--- config.mk ---
export PLATFORM = sky130hd
export DESIGN_NAME = aos_sequencer
export DESIGN_NICKNAME = d
export VERILOG_FILES = /design/src/aos_pkg.sv /design/src/aos_sequencer.sv
export VERILOG_INCLUDE_DIRS = /design/src /design/src/src
export SDC_FILE = /design/constraint.sdc
export NUM_CORES = 1
export LEC_CHECK = 0
export BUFFER_PORTS_ARGS = -buffer_cell sky130_fd_sc_hd__buf_4
export CAP_MARGIN = 30
export CORE_MARGIN = 8
export CORE_UTILIZATION = 28
export DETAILED_ROUTE_END_ITERATION = 8
export PLACE_DENSITY = 0.42
export SYNTH_ARGS = -nofsm -noshare
export SYNTH_HDL_FRONTEND = slang
export SYNTH_SLANG_ARGS = --single-unit
--- constraint.sdc ---
create_clock -name pclk -period 5.2 [get_ports pclk]
set_input_delay 0.52 -clock pclk [delete_from_list [all_inputs] [get_ports pclk]]
set_output_delay 0.52 -clock pclk [all_outputs]
set_load 0.05 [all_outputs]
--- src/aos_defs.svh ---
// Offsets, field positions, reset values and timing counts of the output sequencer.
`ifndef AOS_DEFS_SVH
`define AOS_DEFS_SVH
`define AOS_OFF_CTRL      12'h000
`define AOS_OFF_LIST      12'h004
`define AOS_OFF_DIV       12'h008
`define AOS_OFF_DATA      12'h00c
`define AOS_OFF_STAT      12'h010
`define AOS_OFF_MASK      12'h014
`define AOS_OFF_CMD       12'h018
`define AOS_OFF_OUT       12'h01c
`define AOS_CTRL_CONT     0
`define AOS_CTRL_EXTCLK   1
`define AOS_CTRL_TRG_LO   2
`define AOS_CTRL_TRG_HI   3
`define AOS_CMD_START     0
`define AOS_CMD_STOP      1
`define AOS_ST_UNDER      0
`define AOS_ST_OVERS      1
`define AOS_ST_RUN        2
`define AOS_CH_ZERO       2'h0
`define AOS_CH_ONE        2'h1
`define AOS_CH_DIG        2'h2
`define AOS_GAIN_ONE      1
`define AOS_CLK_HZ        50000000
`define AOS_MAX_RATE_SPS  150000
`define AOS_MIN_DIV       ((`AOS_CLK_HZ + `AOS_MAX_RATE_SPS - 1) / `AOS_MAX_RATE_SPS)
`define AOS_DIV_RESET     32'h0000014e
`define AOS_LOAD_CYCLES   3
`define AOS_QDEPTH        4
`endif

--- src/aos_pkg.sv ---
// Types shared by the output sequencer.
package aos_pkg;
	typedef enum logic [1:0] {
		AOS_TRG_SOFT = 2'h0,
		AOS_TRG_RISE = 2'h1,
		AOS_TRG_FALL = 2'h2
	} aos_trg_e;
	typedef struct packed {
		logic       en;
		logic [1:0] code;
		logic       gain;
	} aos_entry_s;
	typedef struct packed {
		logic [15:0] chan_zero;
		logic [15:0] chan_one;
		logic [7:0]  dig;
	} aos_outs_s;
endpackage : aos_pkg

--- src/aos_sequencer.sv ---
// Output sequencer with an APB register port, channel list, pacing, triggers and errors.
`timescale 1ns/1ps
`include "aos_defs.svh"
// Summary of operation
// - Converter channels take fixed 16-bit samples; width cannot be changed.
// - Each converter holds a staged value, moved to its output only on a tick.
// - Module reset does not clear the values held by the converters.
// - List code 0 is converter zero, 1 converter one, 2 the digital port.
// - Every list entry runs at a fixed gain of one.
// - All listed channels update together on each tick that starts loading, one sample each.
// - Samples are used in arrival order, consecutive samples to consecutive entries.
// - Each channel sustains 150 kSamples/s, two converters together 300 kSamples/s.
// - The digital port obeys the same pacing, trigger and mode as converters.
// - With software trigger and continuous mode set, the operation starts on the start command.
// - With continuous mode set, external trigger starts on a rising or falling edge by chosen polarity.
// - Internal pacing ticks at a programmed rate from about 0.012 S/s to 150 kS/s.
// - External pacing ticks on rising edges of the external clock input.
// - A tick outside loading with fewer queued samples than listed entries flags underflow; outputs keep their values.
// - A tick during loading of previous values flags an over-sample error.
// - Samples are offset binary: all zeros negative, all ones positive full scale.
module aos_sequencer
	import aos_pkg::*;
(
	input  wire logic        pclk,
	input  wire logic        presetn,
	input  wire logic        psel,
	input  wire logic        penable,
	input  wire logic        pwrite,
	input  wire logic [11:0] paddr,
	input  wire logic [31:0] pwdata,
	input  wire logic        ext_trigger,
	input  wire logic        ext_clock,
	output logic      [31:0] prdata,
	output logic             pready,
	output logic             pslverr,
	output logic             irq,
	output logic      [15:0] converter_channel_zero,
	output logic      [15:0] converter_channel_one,
	output logic      [7:0]  dig_out
);
	logic        cont_mode;
	logic        ext_pacing;
	aos_trg_e    trg_sel;
	aos_entry_s  list [3];
	logic [31:0] div_val;
	logic [31:0] div_cnt;
	logic        running;
	logic        armed;
	logic [1:0]  status;
	logic [1:0]  mask;
	logic [15:0] queue [`AOS_QDEPTH];
	logic [1:0]  wr_ptr;
	logic [1:0]  rd_ptr;
	logic [2:0]  q_count;
	aos_outs_s   stage;
	aos_outs_s   next_stage;
	logic [1:0]  load_idx;
	logic        loading;
	logic [2:0]  trg_sync;
	logic [2:0]  clk_sync;
	logic        trg_rise;
	logic        trg_fall;
	logic        clk_rise;
	logic        int_tick;
	logic        tick;
	logic        start_ev;
	logic        wr_en;
	logic        rd_en;
	logic        push;
	logic        pop;
	logic [1:0]  n_listed;
	logic [31:0] div_eff;

	assign wr_en = psel && penable && pwrite;
	assign rd_en = psel && penable && !pwrite;

	// The first stage feeds only the second, edge logic looks at stages two and three.
	always_ff @(posedge pclk or negedge presetn) begin
		if (!presetn) begin
			trg_sync <= 3'h0;
			clk_sync <= 3'h0;
		end else begin
			trg_sync <= {trg_sync[1:0], ext_trigger};
			clk_sync <= {clk_sync[1:0], ext_clock};
		end
	end
	assign trg_rise = trg_sync[1] && !trg_sync[2];
	assign trg_fall = !trg_sync[1] && trg_sync[2];
	assign clk_rise = clk_sync[1] && !clk_sync[2];

	always_ff @(posedge pclk or negedge presetn) begin
		if (!presetn) begin
			cont_mode <= 1'b0;
			ext_pacing <= 1'b0;
			trg_sel <= AOS_TRG_SOFT;
			div_val <= `AOS_DIV_RESET;
			mask <= 2'h0;
			for (int i = 0; i < 3; i++) begin
				list[i] <= '0;
			end
		end else if (wr_en) begin
			unique case (paddr)
				`AOS_OFF_CTRL: begin
					cont_mode <= pwdata[`AOS_CTRL_CONT];
					ext_pacing <= pwdata[`AOS_CTRL_EXTCLK];
					trg_sel <= aos_trg_e'(pwdata[`AOS_CTRL_TRG_HI:`AOS_CTRL_TRG_LO]);
				end
				`AOS_OFF_LIST: begin
					for (int i = 0; i < 3; i++) begin
						list[i].en <= pwdata[4*i+3];
						list[i].code <= pwdata[4*i+1 -: 2];
						list[i].gain <= 1'b1;
					end
				end
				`AOS_OFF_DIV: div_val <= pwdata;
				`AOS_OFF_MASK: mask <= pwdata[1:0];
				default: ;
			endcase
		end
	end

	// Faster than the converters allow is clamped, so no software value exceeds the rate.
	assign div_eff = (div_val < `AOS_MIN_DIV) ? `AOS_MIN_DIV : div_val;

	assign start_ev = (trg_sel == AOS_TRG_SOFT) ? (wr_en && paddr == `AOS_OFF_CMD && pwdata[`AOS_CMD_START])
		: (trg_sel == AOS_TRG_RISE) ? trg_rise : (trg_sel == AOS_TRG_FALL) ? trg_fall : 1'b0;

	always_ff @(posedge pclk or negedge presetn) begin
		if (!presetn) begin
			running <= 1'b0;
			armed <= 1'b0;
		end else if (wr_en && paddr == `AOS_OFF_CMD && pwdata[`AOS_CMD_STOP]) begin
			running <= 1'b0;
			armed <= 1'b0;
		end else if (!running && start_ev && cont_mode) begin
			running <= 1'b1;
			armed <= 1'b1;
		end else if (armed) begin
			armed <= 1'b0;
		end
	end

	always_ff @(posedge pclk or negedge presetn) begin
		if (!presetn) begin
			div_cnt <= 32'h0;
			int_tick <= 1'b0;
		end else if (!running || ext_pacing) begin
			div_cnt <= 32'h0;
			int_tick <= 1'b0;
		end else if (armed || div_cnt >= div_eff - 32'h1) begin
			div_cnt <= 32'h0;
			int_tick <= 1'b1;
		end else begin
			div_cnt <= div_cnt + 32'h1;
			int_tick <= 1'b0;
		end
	end
	// External pacing starts at the first rising edge after the armed cycle that follows the start event.
	assign tick = running && !armed && (ext_pacing ? clk_rise : int_tick);

	always_comb begin
		n_listed = 2'h0;
		for (int i = 0; i < 3; i++) begin
			n_listed = n_listed + {1'b0, list[i].en};
		end
	end

	assign push = wr_en && paddr == `AOS_OFF_DATA && q_count != 3'(`AOS_QDEPTH);
	// Only listed entries take a sample, so an omitted channel never swallows one.
	assign pop = loading && list[load_idx].en && q_count != 3'h0;

	always_ff @(posedge pclk or negedge presetn) begin
		if (!presetn) begin
			wr_ptr <= 2'h0;
			rd_ptr <= 2'h0;
			q_count <= 3'h0;
		end else begin
			if (push) begin
				wr_ptr <= wr_ptr + 2'h1;
			end
			if (pop) begin
				rd_ptr <= rd_ptr + 2'h1;
			end
			q_count <= q_count + {2'h0, push} - {2'h0, pop};
		end
	end

	always_ff @(posedge pclk) begin
		if (push) begin
			queue[wr_ptr] <= pwdata[15:0];
		end
	end

	// Loading walks the list one entry per cycle into the staging registers.
	always_ff @(posedge pclk or negedge presetn) begin
		if (!presetn) begin
			loading <= 1'b0;
			load_idx <= 2'h0;
		end else if (tick && !loading && n_listed != 2'h0 && q_count >= {1'b0, n_listed}) begin
			loading <= 1'b1;
			load_idx <= 2'h0;
		end else if (loading) begin
			if (load_idx == 2'h2) begin
				loading <= 1'b0;
			end
			load_idx <= load_idx + 2'h1;
		end
	end

	// Staging and converter registers carry no reset, so a module reset keeps them.
	// The last entry's sample is taken from the next value, so every listed output moves together.
	always_comb begin
		next_stage = stage;
		if (loading && list[load_idx].en && q_count != 3'h0) begin
			unique case (list[load_idx].code)
				`AOS_CH_ZERO: next_stage.chan_zero = queue[rd_ptr];
				`AOS_CH_ONE: next_stage.chan_one = queue[rd_ptr];
				`AOS_CH_DIG: next_stage.dig = queue[rd_ptr][7:0];
				default: ;
			endcase
		end
	end

	always_ff @(posedge pclk) begin
		stage <= next_stage;
		if (loading && load_idx == 2'h2) begin
			converter_channel_zero <= next_stage.chan_zero;
			converter_channel_one <= next_stage.chan_one;
			dig_out <= next_stage.dig;
		end
	end

	always_ff @(posedge pclk or negedge presetn) begin
		if (!presetn) begin
			status <= 2'h0;
		end else begin
			if (rd_en && paddr == `AOS_OFF_STAT) begin
				status <= 2'h0;
			end
			if (tick && !loading && q_count < {1'b0, n_listed}) begin
				status[`AOS_ST_UNDER] <= 1'b1;
			end
			if (tick && loading) begin
				status[`AOS_ST_OVERS] <= 1'b1;
			end
		end
	end

	always_ff @(posedge pclk or negedge presetn) begin
		if (!presetn) begin
			irq <= 1'b0;
		end else begin
			irq <= |(status & mask);
		end
	end

	always_ff @(posedge pclk or negedge presetn) begin
		if (!presetn) begin
			prdata <= 32'h0;
			pready <= 1'b0;
			pslverr <= 1'b0;
		end else begin
			pready <= psel && !penable;
			pslverr <= 1'b0;
			prdata <= 32'h0;
			if (psel && !penable) begin
				unique case (paddr)
					`AOS_OFF_CTRL: prdata <= {28'h0, trg_sel, ext_pacing, cont_mode};
					`AOS_OFF_LIST: prdata <= {20'h0, list[2].en, 1'b0, list[2].code, list[1].en, 1'b0,
						list[1].code, list[0].en, 1'b0, list[0].code};
					`AOS_OFF_DIV: prdata <= div_val;
					`AOS_OFF_STAT: prdata <= {29'h0, running, status};
					`AOS_OFF_MASK: prdata <= {30'h0, mask};
					`AOS_OFF_OUT: prdata <= {converter_channel_one, converter_channel_zero};
					`AOS_OFF_DATA, `AOS_OFF_CMD: prdata <= 32'h0;
					default: pslverr <= 1'b1;
				endcase
			end
		end
	end
endmodule : aos_sequencer

==> results of run 1 <==
## critical path: cells and delay by family (launching register included)
kind / cells / cell delay (ps)
flip-flops: 1 / 410
AO/OA/AOI/OAI: 1 / 220
buffers and inverters: 1 / 200
XOR/XNOR: 1 / 110
AND/OR/NAND/NOR: 12 / 3220
adder cells (fa/ha/maj): 2 / 480
## layer usage
metal | GRT usage, % | vias to the layer above | part of all wire, %
met4 | 4.19 | 0 | 1.9
met3 | 3.17 | 39 | 5.1
li1 | - | 3687 | -
met2 | 21.6 | 188 | 46
met1 | 18.9 | 3991 | 47
met5 | 0 | - | 0
## cells in the final DEF, fill, tap and decap left out, types with 6 or more instances in the layout
cell         n
buf_4      137
dfrtp_1    130
edfxtp_1   104
mux2_2      85
nor2_1      56
nor3_1      54
ha_1        43
dfxtp_1     40
clkbuf_16   36
nand2_1     34
xnor2_1     32
xor2_1      30
a22oi_1     23
nand3_1     22
inv_1       21
mux4_2      16
a21oi_1     15
nand4_1     15
and4_1      11
and3_1       8
and2_1       8
a222oi_1     8
clkinv_1     8
o21ai_0      7
clkbuf_1     7
mux2i_1      6
clkinv_2     6
## worst max-delay path by stage
| stage | startpoint | endpoint | slack [ps] |
|---|---|---|---|
| 6_report | div_val[20] | div_cnt[15] | 400 |
| 5_1_grt | div_val[20] | div_cnt[15] | -20 |
| 4_1_cts | div_val[4] | div_cnt[15] | 190 |
| 3_5_place_dp | div_val[4] | div_cnt[25] | 220 |
| 3_3_place_gp | div_val[20] | div_cnt[29] | 380 |
| 2_1_floorplan | div_val[20] | div_cnt[10] | 370 |
## stage by stage
stage	setup WS [ps]	hold WS, ps	cells	TNS (ps)
2_1_floorplan	366	224	905	0
3_3_place_gp	381	340	1595	0
3_5_place_dp	224	335	1596	0
4_1_cts	190	57.9	1658	0
5_1_grt	-23.3	30.1	1661	-232
6_report	397	17.5	1662	0
## logic make-up after synthesis
logic type               share of synthesized area, %
flip-flops                                       59.4
AND/OR/NAND/NOR                                  12.2
multiplexers                                     11.7
AO/OA/AOI/OAI                                    5.54
XOR/XNOR                                         4.41
buffers and inverters                            2.00
adder cells (fa/ha/maj)                          4.70
## final cells by class
cell class / instances / area [um2] / share of cell area, %
clock buffers: 44 / 930 / 6.13
repair buffers: 144 / 1170 / 7.73
clock inverters: 18 / 153 / 1.01
inverters: 21 / 78.8 / 0.520
well taps: 585 / 732 / 4.83
multi-input cells: 570 / 4780 / 31.5
diodes: 1 / 2.50 / 0.0165
flip-flops and latches: 279 / 7310 / 48.2
## registers in the layout (all words and copies together) (netlist names), 2 cells and up
signal                  cells
converter_channel_one      16
div_cnt                    32
dig_out                     8
queue                      64
load_idx                    2
clk_sync                    3
q_count                     3
mask                        2
div_val                    32
stage                      40
list                        9
wr_ptr                      2
rd_ptr                      2
trg_sel                     2
trg_sync                    3
prdata                     32
converter_channel_zero     16
status                      2
## power by group through the flow
| stage | Sequential [W] | Combinational [W] | Clock (W) |
|---|---|---|---|
| floorplan | 0.00233 | 0.0000242 | 0 |
| CTS | 0.00228 | 0.000110 | 0.00238 |
| finish | 0.00228 | 0.000109 | 0.00230 |
| detailed placement | 0.00232 | 0.000110 | 0 |
| global route | 0.00228 | 0.000121 | 0.00248 |
| global placement | 0.00232 | 0.000110 | 0 |
## synthesized netlist by cell type (3+ instances only)
library cell  instances
mux4_2               16
nor3_1               54
a21oi_1              15
nand4_1              15
and4_1               11
clkbuf_1             17
ha_1                 43
a222oi_1              8
mux2_4                4
nor3b_1               5
buf_2                14
or4_1                 3
nand3_1              22
and3_1                8
and2_1                9
nand3b_1              5
o21a_1                4
xor2_1               30
nand2_1              34
dfxtp_1              40
nor4_1                7
o21ai_0               7
or3_1                 3
mux2_2               85
nand2b_1              5
a21o_1                3
a22oi_1              23
edfxtp_1            104
inv_1                21
dfrtp_1             130
xnor2_1              32
mux2i_1               6
nand4b_1              3
o22ai_1               4
dfstp_2               5
nor4_4                4
nor2_1               58
## what timing repair did
| action | in CTS | in global routing |
|---|---|---|
| endpoints found under the setup margin | 0 | 32 |
| resized for setup | 0 | 5 |
| hold buffers | 0 | 0 |
| setup buffers | 0 | 0 |
==> metrics.txt, run 1 <==
worst path cell trace=or4_1 > nor4_4 > nand4_1 > nand2_1 > ha_1 > nor3b_2 > nand2_1 > or4_1 > nor3_1 > xnor2_1 > ha_1 > nand4_1 > or2_2 > nor4_2 > o41a_1 > buf_12 > nor3_1; FF-to-FF Start=div_val[20]; asr flop ratio synth=48.4%; outcome=finished, final reports clean; top_reg_cell synth=dfrtp_1; PortBufs=around 130; Worst-path clk slew=60 ps; R2R Path End=div_cnt[15]; Syn. warnings=0; nets@finish=approximately 1,100; endpoints failing hold=0; CP max stage cell=or4_1; crit path capture type=register; CTS tree=built; synthesized flop and latch total=about 280; Rel. slew slack=between 30% and 40%; FILL cells=4,282; PwrDens=between 300 and 400 nW/um2; Tmin final=a little under 5000 ps; HP Class=in2async; crit-path max FO=31; GRT overflow=0; Syn Nets=1,001; Setup Skew=roughly 14 ps; Die H=226 um; leakage=approximately 6.1 nW; Tcrit/Tclk final=between 90 and 100%; area leader, netlist=dfrtp_1; via count=7,905; initial core utilization=between 20% and 30%; Gate power share=around 2.3%; clock tree buffer depth=3; max incr delay on CP=approximately 600 ps; Max VDD drop=0.154 mV; final core utilization=35.0%; initial antenna violation count=1; total core area=43,300 um2; final-report setup violation count=0; mean post-synth cell area=13.6 um2; vias per std cell=approximately 4.8; Area contributors post-synth=dfrtp_1 26%, edfxtp_1 25%, mux2_2 7.8%, dfxtp_1 6.5%, ha_1 4.4%; ratio of cells with drive above 1 in the final layout=between 30% and 40%; Worst-Margin Slew=909 ps; mapped cell area=about 12,000 um2; Pint=around 0.0037 W; post-route design area=15,200 um2; critical path class=reg2reg; WL/cell=21.1 um; first-pass GRT wire length=roughly 53,000 um; Power Total=0.00469 W; H-Tree Depth=2; post-synthesis sequential area ratio=59.4%; all-layer global routing usage=between 10 and 15%; IO Pins=between 100 and 150; pin count of the biggest net entering global routing=91; Req. time, crit path=5590 ps; TritonCTS Sinks=279; drt initial violations=around 460; DRT Pass-1 Iters=5; vias in the first global route=8,221; Post-Synthesis Cells=905; row cnt=76; total CTS buffers=34; Max-cap violations=0; sw frac=a little over a fifth; Max Fclk=around 210 MHz; GPL Wtd Cong=just under 0.8; R2R Setup Slk=between 300 and 400 ps; Flop pwr share=between 40% and 50%; Clk pwr share=about half; pins over their slew limit=0; DRC viols=0; sw power=0.00100 W; Cell Area, Placed=14,000 um2; Die Wd=between 200 and 250 um; Total Wirelength=around 35,000 um; Startpoint Class=register; DP HPWL=24,800 um; Netlist cell types=74; Die Area=50,900 um2; r2r worst-path depth=17; CP arrival=5190 ps; Routed Antenna Nets=0; Layout Area Growth over Synthesis=23.2%; CTS root buf=clkbuf_16; Yosys top cell area share=roughly a quarter; number of synthesized flops with an enable pin=approximately 100; Clock Latency Late Sink=roughly 530 ps
Power figures use the tool's default switching activity.
==> run 2, diff against run 1 <==
--- a/config.mk
+++ b/config.mk
@@ -8,7 +8,6 @@
 export LEC_CHECK = 0
 export BUFFER_PORTS_ARGS = -buffer_cell sky130_fd_sc_hd__buf_4
 export CAP_MARGIN = 30
-export CORE_MARGIN = 8
 export CORE_UTILIZATION = 28
 export DETAILED_ROUTE_END_ITERATION = 8
 export PLACE_DENSITY = 0.42
==> run 2 against run 1 <==
- die area down 12%
- via count fell by 0.61%
- register-to-register slack is essentially flat
- highest routed layer unchanged
- utilization decreased by 0.10 points
- sequential cell count is the same
- critical path type unchanged
- combinational power barely moved
- worst hold slack improved by 34 ps
- clock skew up 11 ps
- wire length shrank 2.9%
- clock-buffer cell count shrank 7
==> metrics.txt, run 2 (synthesized netlist as in run 1, its figures left out) <==
outcome=finished, final reports clean; FF-to-FF Start=div_val[20]; row cnt=76 (unchanged); endpoints failing hold=0 (unchanged); final core utilization=34.9% (-0.10 points); met3 WL=1430 um (-19%); crit path capture type=register; WL/cell=20.5 um (-2.7%); R2R Path End=div_cnt[6]; Worst-path clk slew=60 ps (about the same); total core area=43,200 um2 (-0.22%); commonest non-fill, non-tap cell in the layout=buf_4; Req. time, crit path=5650 ps (+60 ps); final non-filler cell total=1,658 (-0.24%); max reg flops=64 (unchanged); highest routed metal layer=met4; worst path cell trace=or4_1 > nor4_4 > nand4_1 > nand2_1 > ha_1 > nor3b_2 > nand2_1 > or4_1 > nor3_1 > xnor2_1 > ha_1 > nand4_1 > or2_2 > nor4_2 > o41a_1 > buf_12 > nor3_1; Min-Delay Startpoint=ext_clock; TritonCTS Sinks=279 (unchanged); all-layer global routing usage=15.5% (+1.7 points); ratio of cells with drive above 1 in the final layout=30.7% (+0.36 points); HP Class=in2reg; total CTS buffers=31 (-8.8%); IO Pins=126 (unchanged); RSZ-0062 raised after global routing=no; Tmin final=4800 ps (-2.92 ps); final-report setup violation count=0 (unchanged); Die Area=44,800 um2 (-12%); CTS root buf=clkbuf_16; Power Total=0.00465 W (-0.71%); CP arrival=5250 ps (+60 ps); Total Wirelength=34,000 um (-2.9%); diode count=0 (-1); Die Wd=212 um (-6.2%); first-pass GRT wire length=51,700 um (-2.7%); Max Fclk=208 MHz (about the same); Worst-Margin Slew=952 ps (+42.2 ps); Total Neg Setup Slack=0 ps (unchanged); Routed Antenna Nets=0 (unchanged); PwrDens=309 nW/um2 (-0.20%); vias in the first global route=8,093 (-1.6%); crit-path max FO=31 (unchanged); r2r worst-path depth=17 (unchanged); Placed Instances=1,597 (+0.063%); pin count of the biggest net entering global routing=95 (+4.4%); Setup Skew=24.7 ps (+10.9 ps); met2 wire length=16,100 um (+0.51%); Max-cap violations=0 (unchanged); vias per std cell=4.74 (-0.37%); Startpoint Class=register; Layout Area Growth over Synthesis=22.6%; Die H=212 um (-6.2%); Worst Hold Depth=1; clock tree buffer depth=3 (unchanged); PortBufs=125 (unchanged); leakage=6.10 nW (-0.41%); M1 WL=15,900 um (-4.1%); drt initial violations=477 (+2.8%); DP HPWL=24,000 um (-3.4%); most frequent cells in the layout=140 x buf_4, 130 x dfrtp_1, 104 x edfxtp_1; Most flops, register=queue; CP max stage cell=or4_1; DRC viols=0 (unchanged); post-placement setup slack=179 ps (-44.5 ps); Tcrit/Tclk final=92.3% (about the same); Max VDD drop=0.225 mV (+46%); Hold Path Sink=clk_sync[0]; nets@finish=1,144 (-0.17%); largest registers=queue: 64 flops, stage: 40 flops; post-route worst setup slack=400 ps (+2.92 ps); critical path class=reg2reg; via count=7,857 (-0.61%); pins over their slew limit=0 (unchanged); initial antenna violation count=0 (-1); GRT overflow=0 (unchanged); R2R Setup Slk=400 ps (about the same); initial core utilization=28.5% (+0.063 points); CTS tree=built; H-Tree Depth=1 (-1); Clock Latency Late Sink=590 ps (+60 ps); DRT Pass-1 Iters=5 (unchanged); max incr delay on CP=600 ps (about the same); GPL Wtd Cong=0.769 (-0.65%); Rel. slew slack=36.6% (-2.8 points)
==> run 2: area by class of cell <==
cell class	count	area, um2
fill	4370	28100
sequential	279	7310
multi-input combinational	570	4780
timing repair buffer	145	1130
clock buffer	37	828
tap	585	732
clock inverter	21	220
inverter	21	78.8
==> run 2: worst max-delay path by stage <==
stage                start           to  slack, ps  cells past startpoint
2_1_floorplan  div_val[20]  div_cnt[10]        370                     17
3_5_place_dp    div_val[4]  div_cnt[25]        180                     17
3_3_place_gp   div_val[20]  div_cnt[28]        390                     17
6_report       div_val[20]   div_cnt[6]        400                     17
5_1_grt        div_val[20]   div_cnt[6]         40                     18
4_1_cts         div_val[4]   div_cnt[6]        160                     17
==> run 2: critical path, delay by kind of cell (launching register included) <==
kind	cells	cell delay, ps
buf+inv	1	200
fa+ha+maj	2	510
compound gates	1	220
flops	1	420
xor+xnor	1	90
simple gates	12	3190
==> run 2: power breakdown <==
group | internal, W | switching [W] | total (W)
Combinational | 0.0000404 | 0.0000707 | 0.000111
Clock | 0.00133 | 0.000931 | 0.00226
Sequential | 0.00228 | 0.00000197 | 0.00228
Total | 0.00365 | 0.00100 | 0.00465
==> run 2: timing repair <==
action,CTS,global route
hold buffers,1,1
gates resized for setup,0,4
setup buffers,0,0
hold endpoints to repair,1,23
endpoints found under the setup margin,0,33
==> run 2: through the flow <==
stage	area [um2]	hold slack (ps)
global route	15100	29.0
finish	15100	51.6
detailed placement	14000	336
floorplan	12300	224
global placement	14000	338
CTS	15000	19.8
==> run 2: layer usage <==
metal	vias up	track usage (%)
li1	3692	-
met1	3946	21.4
met2	180	25.3
met3	39	2.23
met4	0	4.15
met5	-	0
